### config.mk
export PLATFORM = sky130hd
export DESIGN_NAME = security_status_protect
export DESIGN_NICKNAME = d
export VERILOG_FILES = /design/src/sec_pkg.sv /design/src/security_status_protect.sv
export SDC_FILE = /design/constraint.sdc
export NUM_CORES = 1
export LEC_CHECK = 0
export BUFFER_PORTS_ARGS = -buffer_cell sky130_fd_sc_hd__buf_2
export CAP_MARGIN = 0
export CORE_ASPECT_RATIO = 1.2
export CORE_UTILIZATION = 45
export CTS_CLUSTER_SIZE = 28
export DETAILED_ROUTE_END_ITERATION = 8
export HOLD_SLACK_MARGIN = 0.12
export PLACE_DENSITY = 0.73
export SLEW_MARGIN = 20
export SYNTH_ARGS = -nofsm -noshare
export SYNTH_HDL_FRONTEND = slang
export SYNTH_SLANG_ARGS = --single-unit
### constraint.sdc
create_clock -name clk -period 3.36 [get_ports clk]
set_clock_uncertainty 0.05 [all_clocks]
set_input_delay 0.672 -clock clk [delete_from_list [all_inputs] [get_ports clk]]
set_output_delay 0.672 -clock clk [all_outputs]
set_load 0.005 [all_outputs]
### src/sec_pkg.sv
// Holds the shared constants and types of the security status and scheme-select block.
// Assumes a single core clock domain; the serial link pins are sampled by that clock.
package sec_pkg;

  // ----------------------------------------------------------------
  // Security status register layout
  // ----------------------------------------------------------------
  localparam int unsigned SR_WIDTH      = 8;
  localparam int unsigned BIT_SCHEME    = 7;
  localparam int unsigned BIT_E_FAIL    = 6;
  localparam int unsigned BIT_P_FAIL    = 5;
  localparam int unsigned BIT_RESERVED  = 4;
  localparam int unsigned BIT_E_SUSP    = 3;
  localparam int unsigned BIT_P_SUSP    = 2;
  localparam int unsigned BIT_LOCKDOWN  = 1;
  localparam int unsigned BIT_FACTORY   = 0;
  localparam logic        RESERVED_VAL  = 1'b0;
  localparam logic        FLAG_RESET    = 1'b0;

  // ----------------------------------------------------------------
  // Serial framing
  // ----------------------------------------------------------------
  localparam logic [2:0] BIT_FIRST  = 3'h0;
  localparam logic [2:0] BIT_LAST   = 3'h7;
  localparam logic [1:0] BYTES_NONE = 2'h0;
  localparam logic [1:0] BYTES_ONE  = 2'h1;
  localparam logic [1:0] BYTES_SAT  = 2'h3;

  // ----------------------------------------------------------------
  // Types
  // ----------------------------------------------------------------
  typedef enum logic [1:0] {
    ST_IDLE   = 2'b00,
    ST_OPCODE = 2'b01,
    ST_READ   = 2'b10
  } link_state_t;

  // Completion report of one erase or program from the array sequencer
  typedef struct packed {
    logic done;
    logic is_erase;
    logic fail;
    logic protected_hit;
  } op_result_t;

  // One-cycle suspend and resume pulses from the array sequencer
  typedef struct packed {
    logic erase_suspend;
    logic erase_resume;
    logic program_suspend;
    logic program_resume;
  } suspend_evt_t;

  // Protection verdict handed to the array sequencer
  typedef struct packed {
    logic block_enable;
    logic sector_enable;
    logic level_locked;
    logic all_locked;
    logic array_deny;
    logic otp_write_locked;
  } protect_t;

endpackage

### src/security_status_protect.sv
// Holds the security status register, its serial read and write commands, and the
// protection scheme selection that steers the array write protection.
// Assumes the array sequencer runs on clk, the serial link pins come from outside and
// the non-volatile copies of the one-time bits are kept by the surrounding core.
//
// Summary of operation
// - Erase failure flag set by failed erase, cleared by any clean completion
// - Program failure flag: fail or protected target
// - Failure flags only report, never stop operations
// - Erase suspended flag set on suspend, cleared resume
// - Program suspended flag set on suspend, cleared resume
// - Factory lock indicator is read only
// - Write command sets customer lockdown, then frozen
// - Secured one-time mode denies main array access
// - Scheme flag: 0 block-level, 1 per-sector, default 0
// - Scheme flag never returns to zero
// - Exactly one protection scheme active
// - Per-sector mode powers up fully locked until unlock
// - Block levels frozen by status lock and low pin
// - Scheme command sets bit seven, enabling sector commands
// - Per-sector mode: low protect pin locks everything
// - Register readable anytime, repeatedly within one frame
`timescale 1ns/100ps

module security_status_protect #(
  parameter logic [7:0] WRITE_ENABLE_OP  = 8'hA1,
  parameter logic [7:0] SEC_READ_OP      = 8'hA2,
  parameter logic [7:0] SEC_WRITE_OP     = 8'hA3,
  parameter logic [7:0] SCHEME_SELECT_OP = 8'hA4,
  parameter logic [7:0] GLOBAL_UNLOCK_OP = 8'hA5
) (
  // Core clock and reset
  input  wire logic                  clk,
  input  wire logic                  rst,
  // Serial link pins
  input  wire logic                  sclk,
  input  wire logic                  cs_n,
  input  wire logic                  si,
  input  wire logic                  wp_n,
  output logic                       so_out,
  output logic                       so_oe,
  // Array sequencer
  input  wire sec_pkg::op_result_t   op_result,
  input  wire sec_pkg::suspend_evt_t suspend_evt,
  input  wire logic                  otp_mode,
  input  wire logic                  status_write_disable,
  // Non-volatile copies, caught after reset release
  input  wire logic                  factory_lock,
  input  wire logic                  nv_scheme_select,
  input  wire logic                  nv_customer_lockdown,
  // Status and protection outputs
  output logic [7:0]                 security_status_register,
  output logic                       write_enable_latch,
  output sec_pkg::protect_t          protect
);

  // ----------------------------------------------------------------
  // Pin synchronisers
  // ----------------------------------------------------------------
  logic sclk_s1, sclk_s2, sclk_d;
  logic cs_n_s1, cs_n_s2, cs_n_d;
  logic si_s1,   si_s2;
  logic wp_n_s1, wp_n_s2;

  always_ff @(posedge clk or posedge rst) begin
    if (rst) begin
      sclk_s1 <= 1'b0;
      sclk_s2 <= 1'b0;
      sclk_d  <= 1'b0;
      cs_n_s1 <= 1'b1;
      cs_n_s2 <= 1'b1;
      cs_n_d  <= 1'b1;
      si_s1   <= 1'b0;
      si_s2   <= 1'b0;
      wp_n_s1 <= 1'b1;
      wp_n_s2 <= 1'b1;
    end else begin
      sclk_s1 <= sclk;
      sclk_s2 <= sclk_s1;
      sclk_d  <= sclk_s2;
      cs_n_s1 <= cs_n;
      cs_n_s2 <= cs_n_s1;
      cs_n_d  <= cs_n_s2;
      si_s1   <= si;
      si_s2   <= si_s1;
      wp_n_s1 <= wp_n;
      wp_n_s2 <= wp_n_s1;
    end
  end

  wire sclk_rise   = sclk_s2 & ~sclk_d;
  wire sclk_fall   = ~sclk_s2 & sclk_d;
  wire frame_start = ~cs_n_s2 & cs_n_d;
  wire frame_end   = cs_n_s2 & ~cs_n_d;
  wire in_frame    = ~cs_n_s2;

  // ----------------------------------------------------------------
  // Opcode capture
  // ----------------------------------------------------------------
  sec_pkg::link_state_t state, next_state;
  logic [2:0] bit_cnt;
  logic [1:0] byte_cnt;
  logic [7:0] shift_in;
  logic [7:0] opcode;
  logic [7:0] tx_byte;
  logic [2:0] tx_cnt;

  wire [7:0] next_shift = {shift_in[6:0], si_s2};
  wire       byte_done  = in_frame & sclk_rise & (bit_cnt == sec_pkg::BIT_LAST);
  wire       first_byte = byte_done & (state == sec_pkg::ST_OPCODE)
                          & (byte_cnt == sec_pkg::BYTES_NONE);
  wire       is_read    = next_shift == SEC_READ_OP;

  // Frame ends cleanly after exactly one opcode byte and nothing more
  wire cmd_ok = frame_end & (state == sec_pkg::ST_OPCODE)
                & (bit_cnt == sec_pkg::BIT_FIRST) & (byte_cnt == sec_pkg::BYTES_ONE);

  wire do_write_enable_cmd     = cmd_ok & (opcode == WRITE_ENABLE_OP);
  wire do_sec_wr   = cmd_ok & (opcode == SEC_WRITE_OP) & write_enable_latch;
  wire do_scheme   = cmd_ok & (opcode == SCHEME_SELECT_OP) & write_enable_latch;
  wire do_unlock   = cmd_ok & (opcode == GLOBAL_UNLOCK_OP) & write_enable_latch;
  wire write_taken = do_sec_wr | do_scheme | do_unlock;

  always_comb begin
    next_state = state;
    if (!in_frame) begin
      next_state = sec_pkg::ST_IDLE;
    end else if (frame_start) begin
      next_state = sec_pkg::ST_OPCODE;
    end else if (first_byte && is_read) begin
      next_state = sec_pkg::ST_READ;
    end
  end

  always_ff @(posedge clk or posedge rst) begin
    if (rst) begin
      state    <= sec_pkg::ST_IDLE;
      bit_cnt  <= sec_pkg::BIT_FIRST;
      byte_cnt <= sec_pkg::BYTES_NONE;
      shift_in <= 8'h00;
      opcode   <= 8'h00;
    end else begin
      state <= next_state;
      if (frame_start) begin
        bit_cnt  <= sec_pkg::BIT_FIRST;
        byte_cnt <= sec_pkg::BYTES_NONE;
      end else if (in_frame && sclk_rise) begin
        shift_in <= next_shift;
        bit_cnt  <= bit_cnt + 3'h1;
        if (byte_done && byte_cnt != sec_pkg::BYTES_SAT) begin
          byte_cnt <= byte_cnt + 2'h1;
        end
      end
      if (first_byte) begin
        opcode <= next_shift;
      end
    end
  end

  // ----------------------------------------------------------------
  // Security status bits
  // ----------------------------------------------------------------
  logic scheme_select, erase_fail, program_fail;
  logic erase_suspended_flag, program_suspended_flag;
  logic otp_customer_lockdown_flag, factory_locked, nv_loaded;
  logic volatile_all_locked;

  wire [7:0] status_now = {scheme_select, erase_fail, program_fail,
                           sec_pkg::RESERVED_VAL, erase_suspended_flag,
                           program_suspended_flag, otp_customer_lockdown_flag,
                           factory_locked};

  wire op_done  = op_result.done;
  wire op_erase = op_result.is_erase;
  wire op_bad   = op_result.fail;
  wire prog_bad = op_result.fail | op_result.protected_hit;

  // Failure flags are plain outputs of this block; nothing here feeds them back
  // into the sequencer, so a failure never stalls an operation.
  always_ff @(posedge clk or posedge rst) begin
    if (rst) begin
      erase_fail   <= sec_pkg::FLAG_RESET;
      program_fail <= sec_pkg::FLAG_RESET;
    end else if (op_done) begin
      if (op_erase && op_bad) begin
        erase_fail <= 1'b1;
      end else if (!op_erase && prog_bad) begin
        program_fail <= 1'b1;
      end else begin
        erase_fail   <= 1'b0;
        program_fail <= 1'b0;
      end
    end
  end

  always_ff @(posedge clk or posedge rst) begin
    if (rst) begin
      erase_suspended_flag   <= sec_pkg::FLAG_RESET;
      program_suspended_flag <= sec_pkg::FLAG_RESET;
    end else begin
      if (suspend_evt.erase_suspend) begin
        erase_suspended_flag <= 1'b1;
      end else if (suspend_evt.erase_resume) begin
        erase_suspended_flag <= 1'b0;
      end
      if (suspend_evt.program_suspend) begin
        program_suspended_flag <= 1'b1;
      end else if (suspend_evt.program_resume) begin
        program_suspended_flag <= 1'b0;
      end
    end
  end

  // One-time bits load from their non-volatile copies one cycle after reset
  // release, then only ever move towards one.
  always_ff @(posedge clk or posedge rst) begin
    if (rst) begin
      nv_loaded                  <= 1'b0;
      factory_locked             <= sec_pkg::FLAG_RESET;
      scheme_select              <= sec_pkg::FLAG_RESET;
      otp_customer_lockdown_flag <= sec_pkg::FLAG_RESET;
      volatile_all_locked        <= 1'b0;
    end else if (!nv_loaded) begin
      nv_loaded                  <= 1'b1;
      factory_locked             <= factory_lock;
      scheme_select              <= nv_scheme_select;
      otp_customer_lockdown_flag <= nv_customer_lockdown;
      volatile_all_locked        <= nv_scheme_select;
    end else begin
      if (do_scheme) begin
        scheme_select <= 1'b1;
      end
      if (do_sec_wr) begin
        otp_customer_lockdown_flag <= 1'b1;
      end
      if (do_unlock && scheme_select) begin
        volatile_all_locked <= 1'b0;
      end
    end
  end

  always_ff @(posedge clk or posedge rst) begin
    if (rst) begin
      write_enable_latch <= 1'b0;
    end else if (do_write_enable_cmd) begin
      write_enable_latch <= 1'b1;
    end else if (write_taken) begin
      write_enable_latch <= 1'b0;
    end
  end

  // ----------------------------------------------------------------
  // Serial readout
  // ----------------------------------------------------------------
  // Each byte is a fresh snapshot, so polling inside one frame sees live status
  always_ff @(posedge clk or posedge rst) begin
    if (rst) begin
      tx_byte <= 8'h00;
      tx_cnt  <= sec_pkg::BIT_FIRST;
      so_out  <= 1'b0;
      so_oe   <= 1'b0;
    end else begin
      so_oe <= in_frame & (next_state == sec_pkg::ST_READ);
      if (first_byte && is_read) begin
        tx_byte <= status_now;
        tx_cnt  <= sec_pkg::BIT_FIRST;
      end else if (state == sec_pkg::ST_READ && sclk_fall) begin
        so_out <= tx_byte[7];
        tx_cnt <= tx_cnt + 3'h1;
        if (tx_cnt == sec_pkg::BIT_LAST) begin
          tx_byte <= status_now;
        end else begin
          tx_byte <= {tx_byte[6:0], 1'b0};
        end
      end
    end
  end

  always_ff @(posedge clk or posedge rst) begin
    if (rst) begin
      security_status_register <= 8'h00;
    end else begin
      security_status_register <= status_now;
    end
  end

  // ----------------------------------------------------------------
  // Protection verdict
  // ----------------------------------------------------------------
  wire wp_low = ~wp_n_s2;

  always_ff @(posedge clk or posedge rst) begin
    if (rst) begin
      protect <= '0;
    end else begin
      protect.block_enable     <= ~scheme_select;
      protect.sector_enable    <= scheme_select;
      protect.level_locked     <= ~scheme_select & status_write_disable & wp_low;
      protect.all_locked       <= scheme_select & (wp_low | volatile_all_locked);
      protect.array_deny       <= otp_mode;
      protect.otp_write_locked <= otp_customer_lockdown_flag;
    end
  end

endmodule // security_status_protect

==> results of run 1 <==
[critical path: stages, from the launching register on]
cell and delay [ns]:
dfrtp_1 0.39, ha_1 0.20, ha_1 0.18, and4bb_4 0.21, nand4_2 0.24, a21boi_4 0.32
a2bb2oi_1 0.18
[cells in the final DEF, fill, tap and decap left out, drive strengths merged, types with 2 or more instances in the layout]
master	count
a2bb2oi	6
o211ai	2
nor4bb	2
and4bb	3
and2b	2
clkinv	2
clkinvlp	3
a21boi	2
a21oi	6
dfrtp	61
o22ai	6
nor2b	2
o21ai	3
a22o	2
conb	2
nand3	5
inv	13
buf	36
nor4b	2
nor2	6
a21o	2
and2	3
a211oi	2
clkbuf	10
mux2i	2
nand4	2
mux2	16
nand2b	4
dfstp	5
ha	8
nor3b	3
nand2	13
[through the flow]
stage	hold slack, ns	util (%)	area, um2
CTS	0.303	54.9	3130
detailed placement	0.287	51.4	2930
floorplan	0.281	-	2690
global placement	0.284	51.4	2930
global route	0.306	54.9	3130
finish	0.301	54.9	3130
[cell usage after synthesis (all sizes together), types with 2 or more instances]
cell type / instances
nor4bb: 2
ha: 8
o211ai: 2
dfstp: 5
a2bb2oi: 6
a21o: 2
a22o: 2
nand4: 2
nor2: 6
mux2: 16
nor4b: 2
mux2i: 2
nor2b: 2
buf: 7
and4bb: 3
a21oi: 6
a211oi: 2
nor3b: 3
o22ai: 6
nand2: 13
inv: 13
nand2b: 4
conb: 2
o21ai: 3
and2: 3
dfrtp: 61
a21boi: 2
nand3: 5
and2b: 2
[cell families (layout without fill, tap and decap cells)]
| group | count (synthesis) | count (layout) | synth area share [%] |
|---|---|---|---|
| DFF | 66 | 66 | 61.7 |
| and+or+nand+nor | 51 | 51 | 12.3 |
| AOI/OAI and AO/OA | 34 | 34 | 9.23 |
| buffers and inverters | 21 | 65 | 3.77 |
| muxes | 18 | 18 | 8.57 |
| adders and majority gates | 8 | 8 | 3.73 |
| other | 2 | 2 | 0.280 |
| xor gates and xnor gates | 1 | 1 | 0.326 |
[final timing paths]
| path | slack [ns] | endpoint | cells past startpoint |
|---|---|---|---|
| worst min-delay path | 0.30 | sclk_s2 | 0 |
| min in group asynchronous | 0.41 | security_status_register[5] | 2 |
| max in group asynchronous | 2.16 | cs_n_d | 3 |
| worst max-delay path | 1.51 | tx_byte[3] | 6 |
| worst min register to register | 0.30 | sclk_s2 | 0 |
| worst max register to register | 1.51 | tx_byte[3] | 6 |
[per-layer routing]
metal	GRT usage (%)	part of all wire, %	vias up
met3	4.88	4.6	9
li1	-	-	777
met4	9.80	2.5	0
met1	19.0	44	799
met2	24.9	49	40
met5	0	0	-
[report_power, final]
group | total, mW | leakage (nW) | internal, mW | switching [mW]
registers | 0.893 | 0.836 | 0.850 | 0.0434
logic | 0.101 | 0.593 | 0.0569 | 0.0439
clock network | 0.668 | 0.0945 | 0.362 | 0.306
total | 1.66 | 1.52 | 1.27 | 0.393
[sequential cells by signal (all words and copies together) (netlist names), 2 cells and up]
signal / cells
bit_cnt: 3
opcode: 8
shift_in: 7
byte_cnt: 2
security_status_register: 7
state: 2
tx_byte: 8
tx_cnt: 3
protect: 4
[final cells by class]
type	count	area (um2)	share of cell area, %
timing repair buffer	36	198	6.31
clock buffer	10	138	4.39
tap	80	100	3.19
inverter	13	48.8	1.56
clock inverter	6	66.3	2.12
multi-input combinational	114	926	29.5
sequential	66	1660	52.9
==> results.yml, run 1 <==
sta:
  tns_ns: 0
  hold_viol: 0
  fin_crit_ns: 1.85
  timing.final.ws_setup_ns: 1.51
  rsz0062_at_grt: "no"
  tightest_slew_ns: 0.747
  post-route-period-util_pct: 55.1
  setup_viol: 0
  final_max_slew_viol_count: 0
  fmaxAchievable_ghz: 0.540
  slew_headroom_pct: 50.1
synth:
  synth_top_area_cell: "dfrtp_1"
  synthArstFlopShare_pct: 100
  syn_area_mm2: 0.00269
  ys_warn_count: 0
  netlist_instances: 201
  syn_nets: 228
  synthDistinctLibCells: 47
  syn_avg_cell_area_um2: 13.4
  synth_area_leaders: "dfrtp_1 (57%), dfstp_2 (4.9%), mux2_4 (4.5%)"
  synth_seq_cells: 66
  synth-edff-count: 0
  synth-seq-area-share_pct: 61.7
  yosysTopAreaCellShare_pct: 56.8
  synth_flop_cell: "dfrtp_1"
detailed_routing:
  drc_errors: 0
  wirelength_um: 4290
  initialDrtViolationCount: 135
  dr.pass1.iters: 4
  routed-via-count: 1625
  viasPerCell: 5.00
  antenna_left: 0
  wl_per_cell_um: 13.2
global_route:
  grt_overflow: 0
  grt_max_degree: 37
  grt_pass1_vias: 1585
  track_usage_pct: 15.9
  antenna_found_initial: 0
  grt_pass1_wl_um: 7310
min_path:
  hold_path.class: "reg -> reg"
  hp-start: "sclk_s1"
worst_setup_path:
  startpoint_type: "register"
  worstSetupPathType: "reg -> reg"
  timing.rr.start: "bit_cnt[0]"
  critPathCaptureType: "register"
  arrival_ns: 2.07
  critical_path.max_fanout: 15
  critPathRequiredTime_ns: 3.57
  crit_path_start: "bit_cnt[0]"
clock_tree:
  clk_latency_ns: 0.34
  cts_buffer_depth: 2
  cts_max_level: 3
  path_clk_slew_ns: 0.07
  cts_hold_buf: 0
  root_buffer: "clkbuf_8"
  cts_resized: 0
  cts_tree: "built"
  numCtsBuffers: 9
  post-cts-setup-buffers: 0
  cts_sinks: 66
die:
  start_util_pct: 47.1
  die_y_um: 86.6
  io_pins: 36
  die-area_mm2: 0.00628
  rows: 30
  core_area_mm2: 0.00571
  die_w_um: 72.5
pwr:
  power_mw: 1.66
  power.leakage_nw: 1.52
  powerDensity_mw_per_mm2: 530
  peakVddDrop_mv: 0.214
finish:
  nFillCells: 502
  fin_nets: 267
  drive_gt1_share_pct: 33.1
  area_growth_pct: 16.7
  diodes: 0
  finalNonFillerCells: 325
place:
  dp_slack_ns: 1.51
  gp_congestion: 0.762
  detailed_place_hpwl_um: 2950
  dpl.cell_count: 309
  portBuffers: 34
flow_run:
  maxCapViolCount: 0
status:
  outcome: "finished, final reports clean"
(Power assumes the default switching activity.)
==> inputs of run 2 (changes only) <==
- PLACE_DENSITY: 0.73 -> 0.75
- clock period: 3.36 -> 1.6 ns (I/O delays scaled with it)
==> run 2 against run 1 <==
The flow now finishes with violations (setup timing). Count of clock-buffer cells in the layout rose by 1. Sequential power rose by 110%. Combinational power rose to 2.5 times the previous value. Core utilization rose by 3.6 points. Worst setup slack got worse by 1.6 ns. First-iteration DRC count fell by 47%. Final area rose by 6.6%. Non-clock buffer count rose by 20. Global-route usage rose by 0.69 points. Routed wire length rose by 10%. Clock power rose by 81%. Final cell count rose by 6.2%. Critical endpoint is now opcode[7]. Largest cell class unchanged.
==> results.yml, run 2 (synthesis gave the netlist of run 1 again) <==
die:
  io_pins: 36
  start_util_pct: 47.1
  die-area_mm2: 0.00628
  die_w_um: 72.5
  core_area_mm2: 0.00571
  rows: 30
  die_y_um: 86.6
worst_setup_path:
  arrival_ns: 1.81
  critPathCaptureType: "register"
  worstSetupPathType: "reg -> reg"
  critPathRequiredTime_ns: 1.77
  startpoint_type: "register"
  timing.rr.start: "bit_cnt[1]"
  crit_path_start: "bit_cnt[1]"
  critical_path.max_fanout: 8
pwr:
  switchingPower_mw: 0.822
  power_frac_clock_pct: 36.2
  peakVddDrop_mv: 0.530
  power_frac_comb_pct: 7.6
  power.leakage_nw: 1.60
  sw_frac_of_total_pct: 24.5
  powerDensity_mw_per_mm2: 1000
  seqPwrFrac_pct: 56.2
  p_int_mw: 2.53
sta:
  setup_viol: 10
  slew_headroom_pct: 62.4
  post-route-period-util_pct: 103
  fin_crit_ns: 1.64
  final_max_slew_viol_count: 0
  rsz0062_at_grt: "yes"
  tightest_slew_ns: 0.556
  fmaxAchievable_ghz: 0.609
  timing.final.ws_setup_ns: -0.0429
  hold_viol: 0
  hold_slack_ns: 0.154
detailed_routing:
  wirelength_um: 4730
  drc_errors: 0
  antenna_left: 0
  wl_per_cell_um: 13.7
  routed-via-count: 1716
  initialDrtViolationCount: 72
  viasPerCell: 4.97
  dr.pass1.iters: 4
finish:
  top_regs: "opcode: 8 flops, tx_byte: 8 flops"
  final_common_cell: "dfrtp_1"
  finalNonFillerCells: 345
  final_core_util_pct: 58.6
  final_cell_mix: "dfrtp_1 (61), buf_2 (35), nand2_1 (13), buf_4 (12), inv_1 (11)"
  diodes: 0
  area_growth_pct: 24.5
  fin_nets: 287
  stdcell_area_mm2: 0.00334
  drive_gt1_share_pct: 38.5
status:
  violations: "setup timing"
  outcome: "complete, but fails checks"
min_path:
  hold_path.class: "in -> reg"
  hp-start: "nv_scheme_select"
place:
  detailed_place_hpwl_um: 3300
  dpl.cell_count: 317
  placed_area_mm2: 0.00300
  gp_congestion: 0.744
  portBuffers: 34
clock_tree:
  path_clk_slew_ns: 0.07
  cts_sinks: 66
  clk_latency_ns: 0.34
  cts_max_level: 3
  cts_buffer_depth: 2
  cts_tree: "built"
  root_buffer: "clkbuf_8"
  numCtsBuffers: 9
global_route:
  grt_max_degree: 32
  grt_overflow: 0
  grt_pass1_wl_um: 7750
  track_usage_pct: 16.5
  grt_pass1_vias: 1677
  antenna_found_initial: 0
flow_run:
  maxCapViolCount: 0
-- run 2: what timing repair did --
action                     4_1_cts  5_1_grt
buffers inserted                 1        2
hold buffers                     8        0
cloned                           0        1
resized for setup                4        9
hold endpoints to repair        24        0
setup endpoints to repair       18       32
pin swaps                        4        8
-- run 2: stage by stage --
stage	setup WS [ns]	total power [mW]	TNS, ns
5_1_grt	-0.0851	3.51	-1.07
4_1_cts	-0.0397	3.37	-0.273
2_1_floorplan	-0.0238	2.03	-0.191
3_5_place_dp	-0.0411	2.14	-0.312
6_report	-0.0429	3.35	-0.269
3_3_place_gp	0.0100	2.13	0
-- run 2: area by class of cell --
cell class / instances / area, um2
Fill cell: 486 / 2360
Sequential cell: 66 / 1660
Multi-Input combinational cell: 114 / 995
Timing Repair Buffer: 56 / 365
Clock buffer: 11 / 141
Tap cell: 80 / 100
Inverter: 13 / 52.6
Clock inverter: 5 / 30.0
-- run 2: power groups by stage --
| stage | combinational (mW) | clock [mW] | sequential, mW |
|---|---|---|---|
| 2_1_floorplan | 0.142 | 0 | 1.88 |
| 6_report | 0.255 | 1.21 | 1.88 |
| 5_1_grt | 0.288 | 1.32 | 1.90 |
| 4_1_cts | 0.252 | 1.24 | 1.88 |
| 3_5_place_dp | 0.233 | 0 | 1.91 |
| 3_3_place_gp | 0.224 | 0 | 1.90 |
-- run 2: routing by layer --
layer | global-route usage (%) | up-vias | share of wire, %
li1 | - | 818 | -
met1 | 20.2 | 857 | 43
met2 | 26.9 | 32 | 52
met3 | 3.95 | 9 | 3.2
met4 | 8.91 | 0 | 2.0
met5 | 0 | - | 0
-- run 2: critical path, stage by stage, from the launching register on --
cell	delay, ns
dfrtp_1	0.35
ha_2	0.20
ha_4	0.12
and4bb_4	0.25
and2_4	0.24
mux2_4	0.32
-- run 2: path summary, 6_finish.rpt --
path                                 end  slack (ns)  cells past startpoint
min in group asynchronous    byte_cnt[0]        0.51                      3
min                        scheme_select        0.15                      2
max in group asynchronous    shift_in[0]        0.47                      4
min reg2reg                        si_s2        0.30                      0
max reg2reg                    opcode[7]       -0.04                      5
max                            opcode[7]       -0.04                      5
